### config.mk
export PLATFORM = sky130hd
export DESIGN_NAME = tmcc_core
export DESIGN_NICKNAME = d
export VERILOG_FILES = /design/src/verilog/tmcc_pkg.sv /design/src/verilog/tmcc_core.sv
export SDC_FILE = /design/constraint.sdc
export NUM_CORES = 1
export LEC_CHECK = 0
export ABC_AREA = 1
export BUFFER_PORTS_ARGS = -buffer_cell sky130_fd_sc_hd__buf_2
export CAP_MARGIN = 15
export CORE_MARGIN = 2
export CORE_UTILIZATION = 50
export CTS_BUF_LIST = sky130_fd_sc_hd__clkbuf_8 sky130_fd_sc_hd__clkbuf_16
export DETAILED_ROUTE_END_ITERATION = 10
export MAX_ROUTING_LAYER = met4
export PLACE_DENSITY = 0.72
export SYNTH_ARGS = -nofsm -noshare
export SYNTH_HDL_FRONTEND = slang
export SYNTH_SLANG_ARGS = --single-unit
### constraint.sdc
create_clock -name clk_i -period 5.3 [get_ports clk_i]
set_input_delay 0.265 -clock clk_i [delete_from_list [all_inputs] [get_ports clk_i]]
set_output_delay 0.265 -clock clk_i [all_outputs]
set_load 0.05 [all_outputs]
### src/verilog/tmcc_pkg.sv
// What this block does
// - Compare counter with each comparator; a match flags, may clear counter, may move pin.
// - Three-bit field picks counter clock: system ratios, high clock, subsidiary, or pin.
// - External clock pin counts on rising or falling edge as configured.
// - Standard/periodic: external clock pin triggers single pulse output mode.
// - Standard/periodic types have separate match interrupts for comparators A and P.
// - Audio type has comparators A, B and P, each with its own interrupt.
// - Capture pin captures on rising, falling or both edges, chosen by two bits.
// - Periodic type may take external clock pin as alternative capture source.
// - Two output pins; the second is always the inverse of the first.
// - Compare output mode sets, clears or toggles primary pin on match.
// - PWM waveform appears on the same primary output pin.
// - Timer, capture, compare, single pulse, PWM; audio type lacks capture and pulse.
// - PWM is edge aligned; comparators set either duty or period, not both.
// - Counter and comparators A and B appear as byte pairs, P as one byte; low bytes go through a buffer.
// - Writing a comparator low byte loads only the holding buffer.
// - Writing a comparator high byte loads it and moves buffer into low byte.
// - Reading a high byte returns it and copies the live low byte to buffer.
// - Reading a low byte returns the holding buffer.
// - Counter is sixteen bits counting up; comparator P matches its upper byte.
// - Counter clears on run rising, holds when stopped, clears on overflow or match.
package tmcc_pkg;
    localparam logic [3:0] TMCC_ADDR_CTRL0 = 4'h0;
    localparam logic [3:0] TMCC_ADDR_CTRL1 = 4'h1;
    localparam logic [3:0] TMCC_ADDR_CNT_L = 4'h2;
    localparam logic [3:0] TMCC_ADDR_CNT_H = 4'h3;
    localparam logic [3:0] TMCC_ADDR_A_L = 4'h4;
    localparam logic [3:0] TMCC_ADDR_A_H = 4'h5;
    localparam logic [3:0] TMCC_ADDR_B_L = 4'h6;
    localparam logic [3:0] TMCC_ADDR_B_H = 4'h7;
    localparam logic [3:0] TMCC_ADDR_P = 4'h8;
    localparam logic [3:0] TMCC_ADDR_FLAGS = 4'h9;
    localparam logic [3:0] TMCC_ADDR_CTRL2 = 4'ha;
    // Control 0 fields
    localparam int TMCC_C0_PAUSE = 7;
    localparam int TMCC_C0_CKS_LO = 4;
    localparam int TMCC_C0_RUN = 3;
    // Control 1 fields
    localparam int TMCC_C1_MODE_LO = 6;
    localparam int TMCC_C1_ACT_LO = 4;
    localparam int TMCC_C1_INIT = 3;
    localparam int TMCC_C1_POL = 2;
    localparam int TMCC_C1_DPX = 1;
    localparam int TMCC_C1_CCLR = 0;
    // Flag bit positions
    localparam int TMCC_FLAG_A = 0;
    localparam int TMCC_FLAG_B = 1;
    localparam int TMCC_FLAG_P = 2;
    localparam logic [7:0] TMCC_RST_BYTE = 8'h00;
    localparam logic [15:0] TMCC_RST_WORD = 16'h0000;
    // Prescaler terminal counts
    localparam logic [1:0] TMCC_DIV4_LAST = 2'h3;
    localparam logic [3:0] TMCC_DIV16_LAST = 4'hf;
    localparam logic [5:0] TMCC_DIV64_LAST = 6'h3f;
    localparam int TMCC_SUB_DIV_DEFAULT = 1220;
    typedef enum logic [1:0] {
        TMCC_MODE_CMP = 2'b00,
        TMCC_MODE_CAP = 2'b01,
        TMCC_MODE_PWM = 2'b10,
        TMCC_MODE_TMR = 2'b11
    } tmcc_mode_t;
    typedef enum logic [2:0] {
        TMCC_CK_SYS4 = 3'b000,
        TMCC_CK_SYS = 3'b001,
        TMCC_CK_H16 = 3'b010,
        TMCC_CK_H64 = 3'b011,
        TMCC_CK_SUB0 = 3'b100,
        TMCC_CK_SUB1 = 3'b101,
        TMCC_CK_PINR = 3'b110,
        TMCC_CK_PINF = 3'b111
    } tmcc_cks_t;
endpackage

### src/verilog/tmcc_core.sv
// The plain strobed port and the register addresses were decided locally.
`timescale 1ns/1ps
`default_nettype none
module tmcc_core
    import tmcc_pkg::*;
#(
    parameter bit AUDIO_TYPE = 1'b0,
    parameter bit PERIODIC_TYPE = 1'b0,
    parameter int SUB_DIV = TMCC_SUB_DIV_DEFAULT
)
(
    input wire logic clk_i,
    input wire logic rst_n_i,
    input wire logic [3:0] addr_i,
    input wire logic [7:0] wdata_i,
    input wire logic wr_i,
    input wire logic rd_i,
    output logic [7:0] rdata_o,
    input wire logic external_clock_pin_i,
    input wire logic capture_input_pin_i,
    output logic timer_output_pin_o,
    output logic timer_output_inverted_pin_o,
    output logic [2:0] match_flag_o
);
    logic [1:0] rst_sync_r;
    logic rst_n;
    logic [7:0] ctrl1_r;
    logic run_r, pause_r, run_q_r, alt_cap_r;
    logic [2:0] cks_r;
    logic [15:0] cnt_r, cmp_a_r, cmp_b_r;
    logic [7:0] cmp_p_r, hold_r, rdata_r;
    logic [2:0] flag_r;
    logic pin_r, out_r, out_n_r;
    logic [1:0] ext_sync_r, cap_sync_r;
    logic ext_q_r, cap_q_r;
    logic [1:0] div4_r;
    logic [5:0] div64_r;
    logic [15:0] sub_cnt_r;
    logic tick, run_rise, count_en, ext_rise, ext_fall, cap_rise, cap_fall;
    logic cap_src_rise, cap_src_fall, cap_ev, trig_ev, sp_mode, pwm_mode;
    logic eq_a, eq_b, eq_p, ev_a, ev_b, ev_p, clr_ev, per_ev, duty_ev;
    logic [1:0] mode, act;
    logic wr_c0, wr_c1, wr_flags, wr_c2;

    // Register write strobe decode
    function automatic logic hit(input logic strobe, input logic [3:0] a, input logic [3:0] ref_a);
        hit = strobe && (a == ref_a);
    endfunction

    // Reset release through two flops
    always_ff @(posedge clk_i or negedge rst_n_i)
    begin
        if (!rst_n_i)
            rst_sync_r <= 2'b00;
        else
            rst_sync_r <= {rst_sync_r[0], 1'b1};
    end
    assign rst_n = rst_sync_r[1];

    assign mode = ctrl1_r[TMCC_C1_MODE_LO +: 2];
    assign act = ctrl1_r[TMCC_C1_ACT_LO +: 2];
    assign pwm_mode = (mode == TMCC_MODE_PWM);
    assign sp_mode = pwm_mode && (act == 2'b11) && !AUDIO_TYPE;
    assign wr_c0 = hit(wr_i, addr_i, TMCC_ADDR_CTRL0);
    assign wr_c1 = hit(wr_i, addr_i, TMCC_ADDR_CTRL1);
    assign wr_flags = hit(wr_i, addr_i, TMCC_ADDR_FLAGS);
    assign wr_c2 = hit(wr_i, addr_i, TMCC_ADDR_CTRL2);

    // Pin synchronisers and edge history
    // two-flop synchronise
    always_ff @(posedge clk_i or negedge rst_n)
    begin
        if (!rst_n)
        begin
            ext_sync_r <= 2'b00;
            cap_sync_r <= 2'b00;
            ext_q_r <= 1'b0;
            cap_q_r <= 1'b0;
        end
        else
        begin
            ext_sync_r <= {ext_sync_r[0], external_clock_pin_i};
            cap_sync_r <= {cap_sync_r[0], capture_input_pin_i};
            ext_q_r <= ext_sync_r[1];
            cap_q_r <= cap_sync_r[1];
        end
    end
    assign ext_rise = ext_sync_r[1] && !ext_q_r;
    assign ext_fall = !ext_sync_r[1] && ext_q_r;
    assign cap_rise = cap_sync_r[1] && !cap_q_r;
    assign cap_fall = !cap_sync_r[1] && cap_q_r;

    // Prescalers for the internal clock ratios
    always_ff @(posedge clk_i or negedge rst_n)
    begin
        if (!rst_n)
        begin
            div4_r <= 2'h0;
            div64_r <= 6'h00;
            sub_cnt_r <= TMCC_RST_WORD;
        end
        else
        begin
            div4_r <= div4_r + 2'h1;
            div64_r <= div64_r + 6'h01;
            if (sub_cnt_r == 16'(SUB_DIV - 1))
                sub_cnt_r <= TMCC_RST_WORD;
            else
                sub_cnt_r <= sub_cnt_r + 16'h0001;
        end
    end

    // Counter clock enable selection
    // clock source select
    always_comb
    begin
        unique case (tmcc_cks_t'(cks_r))
            TMCC_CK_SYS4: tick = (div4_r == TMCC_DIV4_LAST);
            TMCC_CK_SYS: tick = 1'b1;
            TMCC_CK_H16: tick = (div64_r[3:0] == TMCC_DIV16_LAST);
            TMCC_CK_H64: tick = (div64_r == TMCC_DIV64_LAST);
            TMCC_CK_SUB0,
            TMCC_CK_SUB1: tick = (sub_cnt_r == TMCC_RST_WORD);
            TMCC_CK_PINR: tick = ext_rise;
            TMCC_CK_PINF: tick = ext_fall;
        endcase
    end

    assign run_rise = run_r && !run_q_r;
    assign count_en = run_r && !pause_r && tick;

    // Comparator equality and match events
    // compare against presets
    assign eq_a = (cnt_r == cmp_a_r);
    assign eq_b = AUDIO_TYPE && (cnt_r == cmp_b_r);
    assign eq_p = (cnt_r[15:8] == cmp_p_r);
    assign ev_a = count_en && eq_a;
    assign ev_b = count_en && eq_b;
    assign ev_p = count_en && eq_p;

    // PWM roles of the comparators
    // duty or period select
    assign per_ev = ctrl1_r[TMCC_C1_DPX] ? ev_a : ev_p;
    assign duty_ev = ctrl1_r[TMCC_C1_DPX] ? ev_p : ev_a;

    // Which match clears the counter
    always_comb
    begin
        if (pwm_mode && (act == 2'b10))
            clr_ev = per_ev;
        else if (sp_mode)
            clr_ev = ev_a;
        else
            clr_ev = ctrl1_r[TMCC_C1_CCLR] ? ev_a : ev_p;
    end

    // Capture source and edge qualification
    // alternate capture source
    assign cap_src_rise = (PERIODIC_TYPE && alt_cap_r) ? ext_rise : cap_rise;
    assign cap_src_fall = (PERIODIC_TYPE && alt_cap_r) ? ext_fall : cap_fall;
    always_comb
    begin
        unique case (act)
            2'b00: cap_ev = cap_src_rise;
            2'b01: cap_ev = cap_src_fall;
            2'b10: cap_ev = cap_src_rise || cap_src_fall;
            2'b11: cap_ev = 1'b0;
        endcase
        if (AUDIO_TYPE || (mode != TMCC_MODE_CAP) || !run_r)
            cap_ev = 1'b0;
    end

    assign trig_ev = sp_mode && ext_rise && !run_r;

    // Control registers; single pulse end stops the counter
    always_ff @(posedge clk_i or negedge rst_n)
    begin
        if (!rst_n)
        begin
            run_r <= 1'b0;
            pause_r <= 1'b0;
            cks_r <= 3'b000;
            ctrl1_r <= TMCC_RST_BYTE;
            alt_cap_r <= 1'b0;
            run_q_r <= 1'b0;
        end
        else
        begin
            run_q_r <= run_r;
            if (wr_c0)
            begin
                pause_r <= wdata_i[TMCC_C0_PAUSE];
                cks_r <= wdata_i[TMCC_C0_CKS_LO +: 3];
                run_r <= wdata_i[TMCC_C0_RUN];
            end
            else if (trig_ev)
                run_r <= 1'b1;
            else if (sp_mode && ev_a)
                run_r <= 1'b0;
            if (wr_c1)
                ctrl1_r <= wdata_i;
            if (wr_c2)
                alt_cap_r <= wdata_i[0];
        end
    end

    // Free running counter
    // clear on run rise
    always_ff @(posedge clk_i or negedge rst_n)
    begin
        if (!rst_n)
            cnt_r <= TMCC_RST_WORD;
        else if (run_rise)
            cnt_r <= TMCC_RST_WORD;
        else if (count_en)
        begin
            if (clr_ev)
                cnt_r <= TMCC_RST_WORD;
            else
                cnt_r <= cnt_r + 16'h0001;
        end
    end

    // Sticky match flags, write one to clear
    // set wins over clear
    always_ff @(posedge clk_i or negedge rst_n)
    begin
        if (!rst_n)
            flag_r <= 3'b000;
        else
        begin
            if (wr_flags)
                flag_r <= flag_r & ~wdata_i[2:0] | {ev_p, ev_b, ev_a};
            else
                flag_r <= flag_r | {ev_p, ev_b, ev_a};
        end
    end
    always_ff @(posedge clk_i or negedge rst_n)
    begin
        if (!rst_n)
            match_flag_o <= 3'b000;
        else
            match_flag_o <= flag_r;
    end

    // Comparator registers, capture and holding buffer
    always_ff @(posedge clk_i or negedge rst_n)
    begin
        if (!rst_n)
        begin
            cmp_a_r <= TMCC_RST_WORD;
            cmp_b_r <= TMCC_RST_WORD;
            cmp_p_r <= TMCC_RST_BYTE;
            hold_r <= TMCC_RST_BYTE;
        end
        else
        begin
            if (cap_ev)
                cmp_a_r <= cnt_r;
            if (wr_i)
            begin
                unique case (addr_i)
                    TMCC_ADDR_A_L,
                    TMCC_ADDR_B_L: hold_r <= wdata_i;
                    TMCC_ADDR_A_H: cmp_a_r <= {wdata_i, hold_r};
                    TMCC_ADDR_B_H: cmp_b_r <= {wdata_i, hold_r};
                    TMCC_ADDR_P: cmp_p_r <= wdata_i;
                    default: ;
                endcase
            end
            else if (rd_i)
            begin
                unique case (addr_i)
                    TMCC_ADDR_CNT_H: hold_r <= cnt_r[7:0];
                    TMCC_ADDR_A_H: hold_r <= cmp_a_r[7:0];
                    TMCC_ADDR_B_H: hold_r <= cmp_b_r[7:0];
                    default: ;
                endcase
            end
        end
    end

    // Read data, valid the cycle after the strobe
    // byte pair access
    always_ff @(posedge clk_i or negedge rst_n)
    begin
        if (!rst_n)
            rdata_r <= TMCC_RST_BYTE;
        else if (rd_i)
        begin
            unique case (addr_i)
                TMCC_ADDR_CTRL0: rdata_r <= {pause_r, cks_r, run_r, 3'b000};
                TMCC_ADDR_CTRL1: rdata_r <= ctrl1_r;
                TMCC_ADDR_CNT_L,
                TMCC_ADDR_A_L,
                TMCC_ADDR_B_L: rdata_r <= hold_r;
                TMCC_ADDR_CNT_H: rdata_r <= cnt_r[15:8];
                TMCC_ADDR_A_H: rdata_r <= cmp_a_r[15:8];
                TMCC_ADDR_B_H: rdata_r <= cmp_b_r[15:8];
                TMCC_ADDR_P: rdata_r <= cmp_p_r;
                TMCC_ADDR_FLAGS: rdata_r <= {5'b00000, flag_r};
                TMCC_ADDR_CTRL2: rdata_r <= {7'b0000000, alt_cap_r};
                default: rdata_r <= TMCC_RST_BYTE;
            endcase
        end
        else
            rdata_r <= TMCC_RST_BYTE;
    end
    assign rdata_o = rdata_r;

    // Primary pin state machine per mode
    always_ff @(posedge clk_i or negedge rst_n)
    begin
        if (!rst_n)
            pin_r <= 1'b0;
        else if (mode == TMCC_MODE_CMP)
        begin
            if (run_rise)
                pin_r <= ctrl1_r[TMCC_C1_INIT];
            else if (ev_a)
            begin
                unique case (act)
                    2'b00: pin_r <= pin_r;
                    2'b01: pin_r <= 1'b0;
                    2'b10: pin_r <= 1'b1;
                    2'b11: pin_r <= ~pin_r;
                endcase
            end
        end
        else if (pwm_mode)
        begin
            unique case (act)
                2'b00: pin_r <= 1'b0;
                2'b01: pin_r <= 1'b1;
                2'b10:
                begin
                    if (run_rise || per_ev)
                        pin_r <= 1'b1;
                    else if (duty_ev)
                        pin_r <= 1'b0;
                end
                2'b11:
                begin
                    if (AUDIO_TYPE)
                        pin_r <= 1'b0;
                    else if (run_rise)
                        pin_r <= 1'b1;
                    else if (ev_a)
                        pin_r <= 1'b0;
                end
            endcase
        end
    end

    // Output pin pair with PWM polarity
    // inverted companion pin
    always_ff @(posedge clk_i or negedge rst_n)
    begin
        if (!rst_n)
        begin
            out_r <= 1'b0;
            out_n_r <= 1'b1;
        end
        else
        begin
            out_r <= pin_r ^ (pwm_mode & ctrl1_r[TMCC_C1_POL]);
            out_n_r <= ~(pin_r ^ (pwm_mode & ctrl1_r[TMCC_C1_POL]));
        end
    end
    assign timer_output_pin_o = out_r;
    assign timer_output_inverted_pin_o = out_n_r;
endmodule
`default_nettype wire

# Word level (Yosys, flattened, before mapping)
# Cells that the tools add are included.
[totals]
regBits = 128
inputBits = 18
elab_cells = 150
[classes]
n_addsub = 4
eq_ne = 33
mux = 35
n_bitwise = 8
reduce_logical = 45
[op_table]
columns = ["operator", "count"]
rows = [
  ["$mux 16", 7],
  ["$pmux 8 s9", 1],
  ["$add 16x1->16 const B", 2],
  ["$mux 8", 4],
  ["$pmux 8 s3", 1],
  ["$logic_and 1x1->1", 18],
  ["$mux 1", 17],
  ["$eq 16x11->1 const B", 1],
  ["$eq 16x16->1", 1],
  ["$eq 4x3->1 const B", 4],
  ["$eq 4x4->1 const B", 4],
  ["$logic_not 16->1", 1],
  ["$eq 3x3->1 const B", 4],
  ["$eq 2x2->1 const B", 4],
  ["$eq 4x2->1 const B", 2],
  ["$eq 8x8->1", 1],
  ["$pmux 1 s4", 2],
  ["$logic_not 1->1", 7],
  ["$pmux 1 s7", 1],
  ["$add 6x1->6 const B", 1],
  ["$eq 3x2->1 const B", 2],
  ["$eq 6x6->1 const B", 1],
  ["$ne 3x3->1 const B", 2],
  ["$or 3x3->3", 2],
  ["26 further kinds", 35],
]

# Logic depth before layout (Yosys ltp)
[logic_depth]
word_depth = 11
depth_mapped = 16

# Worst setup path after synthesis
# Ideal clock, no wire load.
[synth_path]
path_type = "register to register"
startpoint = "register div64_r[0]"
endpoint = "register cnt_r[0]"
setup_time_ns = 0.119
arrival_ns = 1.577
setup_slack_ns = 3.604
path_stages_with_launch = 16
period_less_slack_ns = 1.696
path_cell_list = "dfrtp_1 ha_1 nand2_1 nor2_2 nand3_1 nand2_1 nor2_4 nor2_8 nand2_4 nand2_4 nand2_4 nand2_4 nand2_4 buf_6 nand3_1 nand2_1"
[synth_via]
elab_chain_len = 10
elab_cells_between_ends = 14
classes_between = "eq/ne (2); mux (8); reduce/logical (4)"
[synth_rtl]
columns = ["item", "line", "text"]
rows = [
  ["from (decl)", "tmcc_core.sv:37", "logic [5:0] div64_r;"],
  ["from (signal assigned)", "tmcc_core.sv:105", "div64_r <= div64_r + 6'h01;"],
  ["$eq 6x6->1 / $eq 4x4->1 (equally long branches)", "tmcc_core.sv:121, tmcc_core.sv:120", ""],
  ["$pmux 1 s7 *", "tmcc_core.sv:117", "unique case (tmcc_cks_t'(cks_r))"],
  ["$logic_and 1x1->1 *", "tmcc_core.sv:130", "assign count_en = run_r && !pause_r && tick;"],
  ["$logic_and 1x1->1, on equally long branches", "tmcc_core.sv:139, tmcc_core.sv:137", ""],
  ["$mux 1", "tmcc_core.sv:154", "clr_ev = ctrl1_r[TMCC_C1_CCLR] ? ev_a : ev_p;"],
  ["$mux 1", "tmcc_core.sv:151", "else if (sp_mode)"],
  ["$mux 1", "tmcc_core.sv:149", "if (pwm_mode && (act == 2'b10))"],
  ["$mux 16", "tmcc_core.sv:217", "if (clr_ev)"],
  ["$mux 16", "tmcc_core.sv:215", "else if (count_en)"],
  ["$mux 16", "tmcc_core.sv:213", "else if (run_rise)"],
  ["to (signal assigned)", "tmcc_core.sv:220", "cnt_r <= cnt_r + 16'h0001;"],
  ["to (decl)", "tmcc_core.sv:30", "logic [15:0] cnt_r, cmp_a_r, cmp_b_r;"],
]
# Mark *: on every way between the ends. The rest lies on a longest branch, timed or not. The select of a mux whose other input is x is not followed.
# A chain may end at the register's enable or synchronous reset.

# Final worst setup path
[layout_path]
startpoint = "register cnt_r[8]"
endpoint = "register cnt_r[4]"
[layout_via]
elab_chain_len = 8
elab_cells_between_ends = 11
classes_between = "eq/ne (2); mux (7); reduce/logical (2)"
[layout_rtl]
columns = ["item", "line"]
rows = [
  ["$eq 16x16->1 / $eq 8x8->1 (equally long branches)", "tmcc_core.sv:134, tmcc_core.sv:136"],
  ["$logic_and 1x1->1, on equally long branches", "tmcc_core.sv:137, tmcc_core.sv:139"],
  ["$mux 1", "tmcc_core.sv:154"],
  ["$mux 1", "tmcc_core.sv:151"],
  ["$mux 1 *", "tmcc_core.sv:149"],
  ["$mux 16 *", "tmcc_core.sv:217"],
  ["$mux 16 *", "tmcc_core.sv:215"],
  ["$mux 16 *", "tmcc_core.sv:213"],
]
# Marks and branches as above.

==> metrics <==
Area growth, synth to finish 12.4%; post_cts resized 0; CP Class flop to flop; Post-synth EDFFs 0; Max Clock Freq 0.493 GHz; Slew Viols, Final 0; I/O pin cnt 31; Synth Cell Area 0.00670 mm²; pwr dens 417 mW/mm²; Largest stage delay, worst path 0.62 ns; die area 0.0143 mm²; vias per cell 5.45; CTS tree done; CTS max path bufs 2; Seq pwr share 0.415; CP required 5.59 ns; GRT Total Usage 0.265; vias in the first global route 5318; H-tree levels 4; most frequent CP cell nand2_4; Logic pwr share 0.213; Int Pwr 0.00212 W; drt pass-1 iters 8; clock latency on the worst-skew pair 0.42 ns; DR WL/cell 16.4 µm; die width 120 µm; asr flop ratio synth 1.00; ant diodes 0; Critical Path AT 2.32 ns; Placer Congestion 0.960; YS warnings 0; DP HPWL 12300 µm; crit share post-route 0.383; critical path startpoint category flop; Rows 42; Root Driver clkbuf_16; Routed Antenna Nets 0; post-route cell area 0.00753 mm²; Final Hold Fails 0; Post-Place Setup Slack 3.01 ns; Final Util 0.571; Tmin final 2.03 ns; P_sw 0.00102 W; CP max FO 16; Mapped Nets 844; Final Net Count 870; clock slew at reported path FFs 0.06 ns; Cell Area, Placed 0.00691 mm²; Total Neg Setup Slack 0 ns; clock network power share 0.372; Sw Share 0.324; CTS Sinks 128; initial core utilization 0.508; routed vias 5633; CTS buffer count 17; unrepaired setup endpoints after global routing no; synth unique cells 44; Die Height 120 µm; Mapped Avg Cell Area 8.19 µm²; Core Box Area 0.0132 mm²; Primary FF master, synth dfrtp_1; Non-Filler Instances 1034; Slowest cell on crit path dfrtp_1; Gate Count Post-Synth 819; leak pwr 3.71 nW; Slew @ Worst Pin 0.872 ns; antenna violations before repair 0; #FFs+latches synth 128; final setup vio count 0; largest net degree at the start of global routing 69; Final Skew 0.0111 ns; DR iter-0 viols 487; Critical Path End Type flop; first-pass GRT wire length 28300 µm; layout cells sized above 1 0.120; VDD IR max 0.222 mV; WL final 16900 µm; Seq/Total Area, Yosys 0.478; Hold WC Path Type primary input to flop; Placed Instances 999; gr ovfl total 0; Critical Path, Cell by Cell xnor2_1, nand2_1, nor2_1, nand2_1, nor2_2, nand2_4, nand2_4, nand2_4, nand2_4, nand2_4, nand2_1, o21ai_0; Slew Limit Headroom 0.418; post-layout worst setup margin 3.27 ns; MaxCap Viol Count 0; port bufs 30; status complete, no violations; DRC Markers 0
[worst max-delay path, delay by kind of cell, from the launching register on]
kind	cells	cell delay, ns
and+or+nand+nor	10	1.04
DFF	1	0.62
xor gates and xnor gates	1	0.17
AOI/OAI and AO/OA	1	0.07
[path summary, 6_finish.rpt]
path,start,to,slack [ns],cells past startpoint
hold reg to reg,ext_sync_r[0],ext_sync_r[1],0.35,0
setup reg to reg,cnt_r[8],cnt_r[4],3.27,12
min in group asynchronous,rst_n_i,rst_sync_r[0],0.16,2
hold / removal,wdata_i[5],cks_r[1],0.13,3
setup / recovery,cnt_r[8],cnt_r[4],3.27,12
max in group asynchronous,rst_sync_r[1],cnt_r[7],3.57,1
[final cells by class]
cell class	count	area [µm²]
inverter	117	440
tap	176	220
clock inverter	11	115
fill	1201	5660
multi-input combinational	546	2870
clock buffer	21	480
sequential	128	3210
timing repair buffer	35	195
[logic make-up after synthesis]
| group | Yosys count | synth area share |
|---|---|---|
| xor gates and xnor gates | 34 | 0.0444 |
| adders and majority gates | 7 | 0.0131 |
| DFF | 128 | 0.478 |
| and+or+nand+nor | 340 | 0.226 |
| AOI/OAI and AO/OA | 164 | 0.145 |
| other | 1 | 0.000559 |
| buffers and inverters | 145 | 0.0933 |
[metrics by stage]
stage | total power [W] | hold slack (ns)
after detailed placement | 0.00198 | 0.0572
after floorplan | 0.00179 | -0.0306
final | 0.00314 | 0.133
after CTS | 0.00315 | 0.125
after global placement | 0.00195 | 0.0523
after global routing | 0.00331 | 0.137
[layer usage]
metal / vias to the layer above / wire, µm / track usage
li1: 2714 / - / -
met1: 2670 / 7690 / 0.368
met2: 208 / 7590 / 0.373
met3: 41 / 968 / 0.0490
met4: 0 / 656 / 0.135
met5: - / 0 / -
[power groups by stage]
stage / Clock, W / Sequential, W / Combinational, W
6_report: 0.00117 / 0.00130 / 0.000669
5_1_grt: 0.00123 / 0.00133 / 0.000758
2_1_floorplan: 0 / 0.00135 / 0.000441
3_3_place_gp: 0 / 0.00131 / 0.000644
4_1_cts: 0.00118 / 0.00130 / 0.000667
3_5_place_dp: 0 / 0.00132 / 0.000661
[state kept, by name, indices dropped and copies added (netlist names), 8 cells and up]
signal	count
cnt_r	16
cmp_a_r	16
rdata_o	8
cmp_p_r	8
sub_cnt_r	16
hold_r	8
ctrl1_r	8
cmp_b_r	16
[cells in the final DEF, fill, tap and decap left out, types with 5 or more instances in the layout]
master     instances
a21oi_1           18
a221oi_1           5
a31oi_1            5
buf_2             30
clkbuf_16         17
dfrtp_1          126
ha_1               7
inv_1            107
inv_2              9
nand2_1          205
nand2_4            5
nand3_1           32
nor2_1            56
nor2_2             8
nor3_1            10
nor3_2             7
o211ai_1          19
o21ai_0           84
o221ai_1           7
o22ai_1           16
xnor2_1           13
xor2_1            21
[synth_stat cells (all sizes together), types with 4 or more instances]
| master | n | area, µm² |
|---|---|---|
| o221ai | 7 | 61.3 |
| nand2 | 213 | 845 |
| nand3 | 36 | 200 |
| a221oi | 5 | 43.8 |
| clkinv | 4 | 16.3 |
| a2111oi | 4 | 35.0 |
| o22ai | 16 | 100 |
| ha | 7 | 87.6 |
| xor2 | 21 | 184 |
| o21ai | 85 | 425 |
| clkbuf | 11 | 41.3 |
| inv | 113 | 424 |
| a31oi | 5 | 31.3 |
| o211ai | 19 | 143 |
| a21oi | 18 | 90.1 |
| xnor2 | 13 | 114 |
| nand4 | 4 | 25.0 |
| buf | 17 | 144 |
| nor2 | 66 | 292 |
| dfrtp | 127 | 3180 |
| nor3 | 17 | 120 |
[timing repair]
item / CTS / global route
setup buffers: 0 / 0
hold endpoints to repair: 4 / 0
hold buffers: 3 / 0
Power figures use the tool's default switching activity.
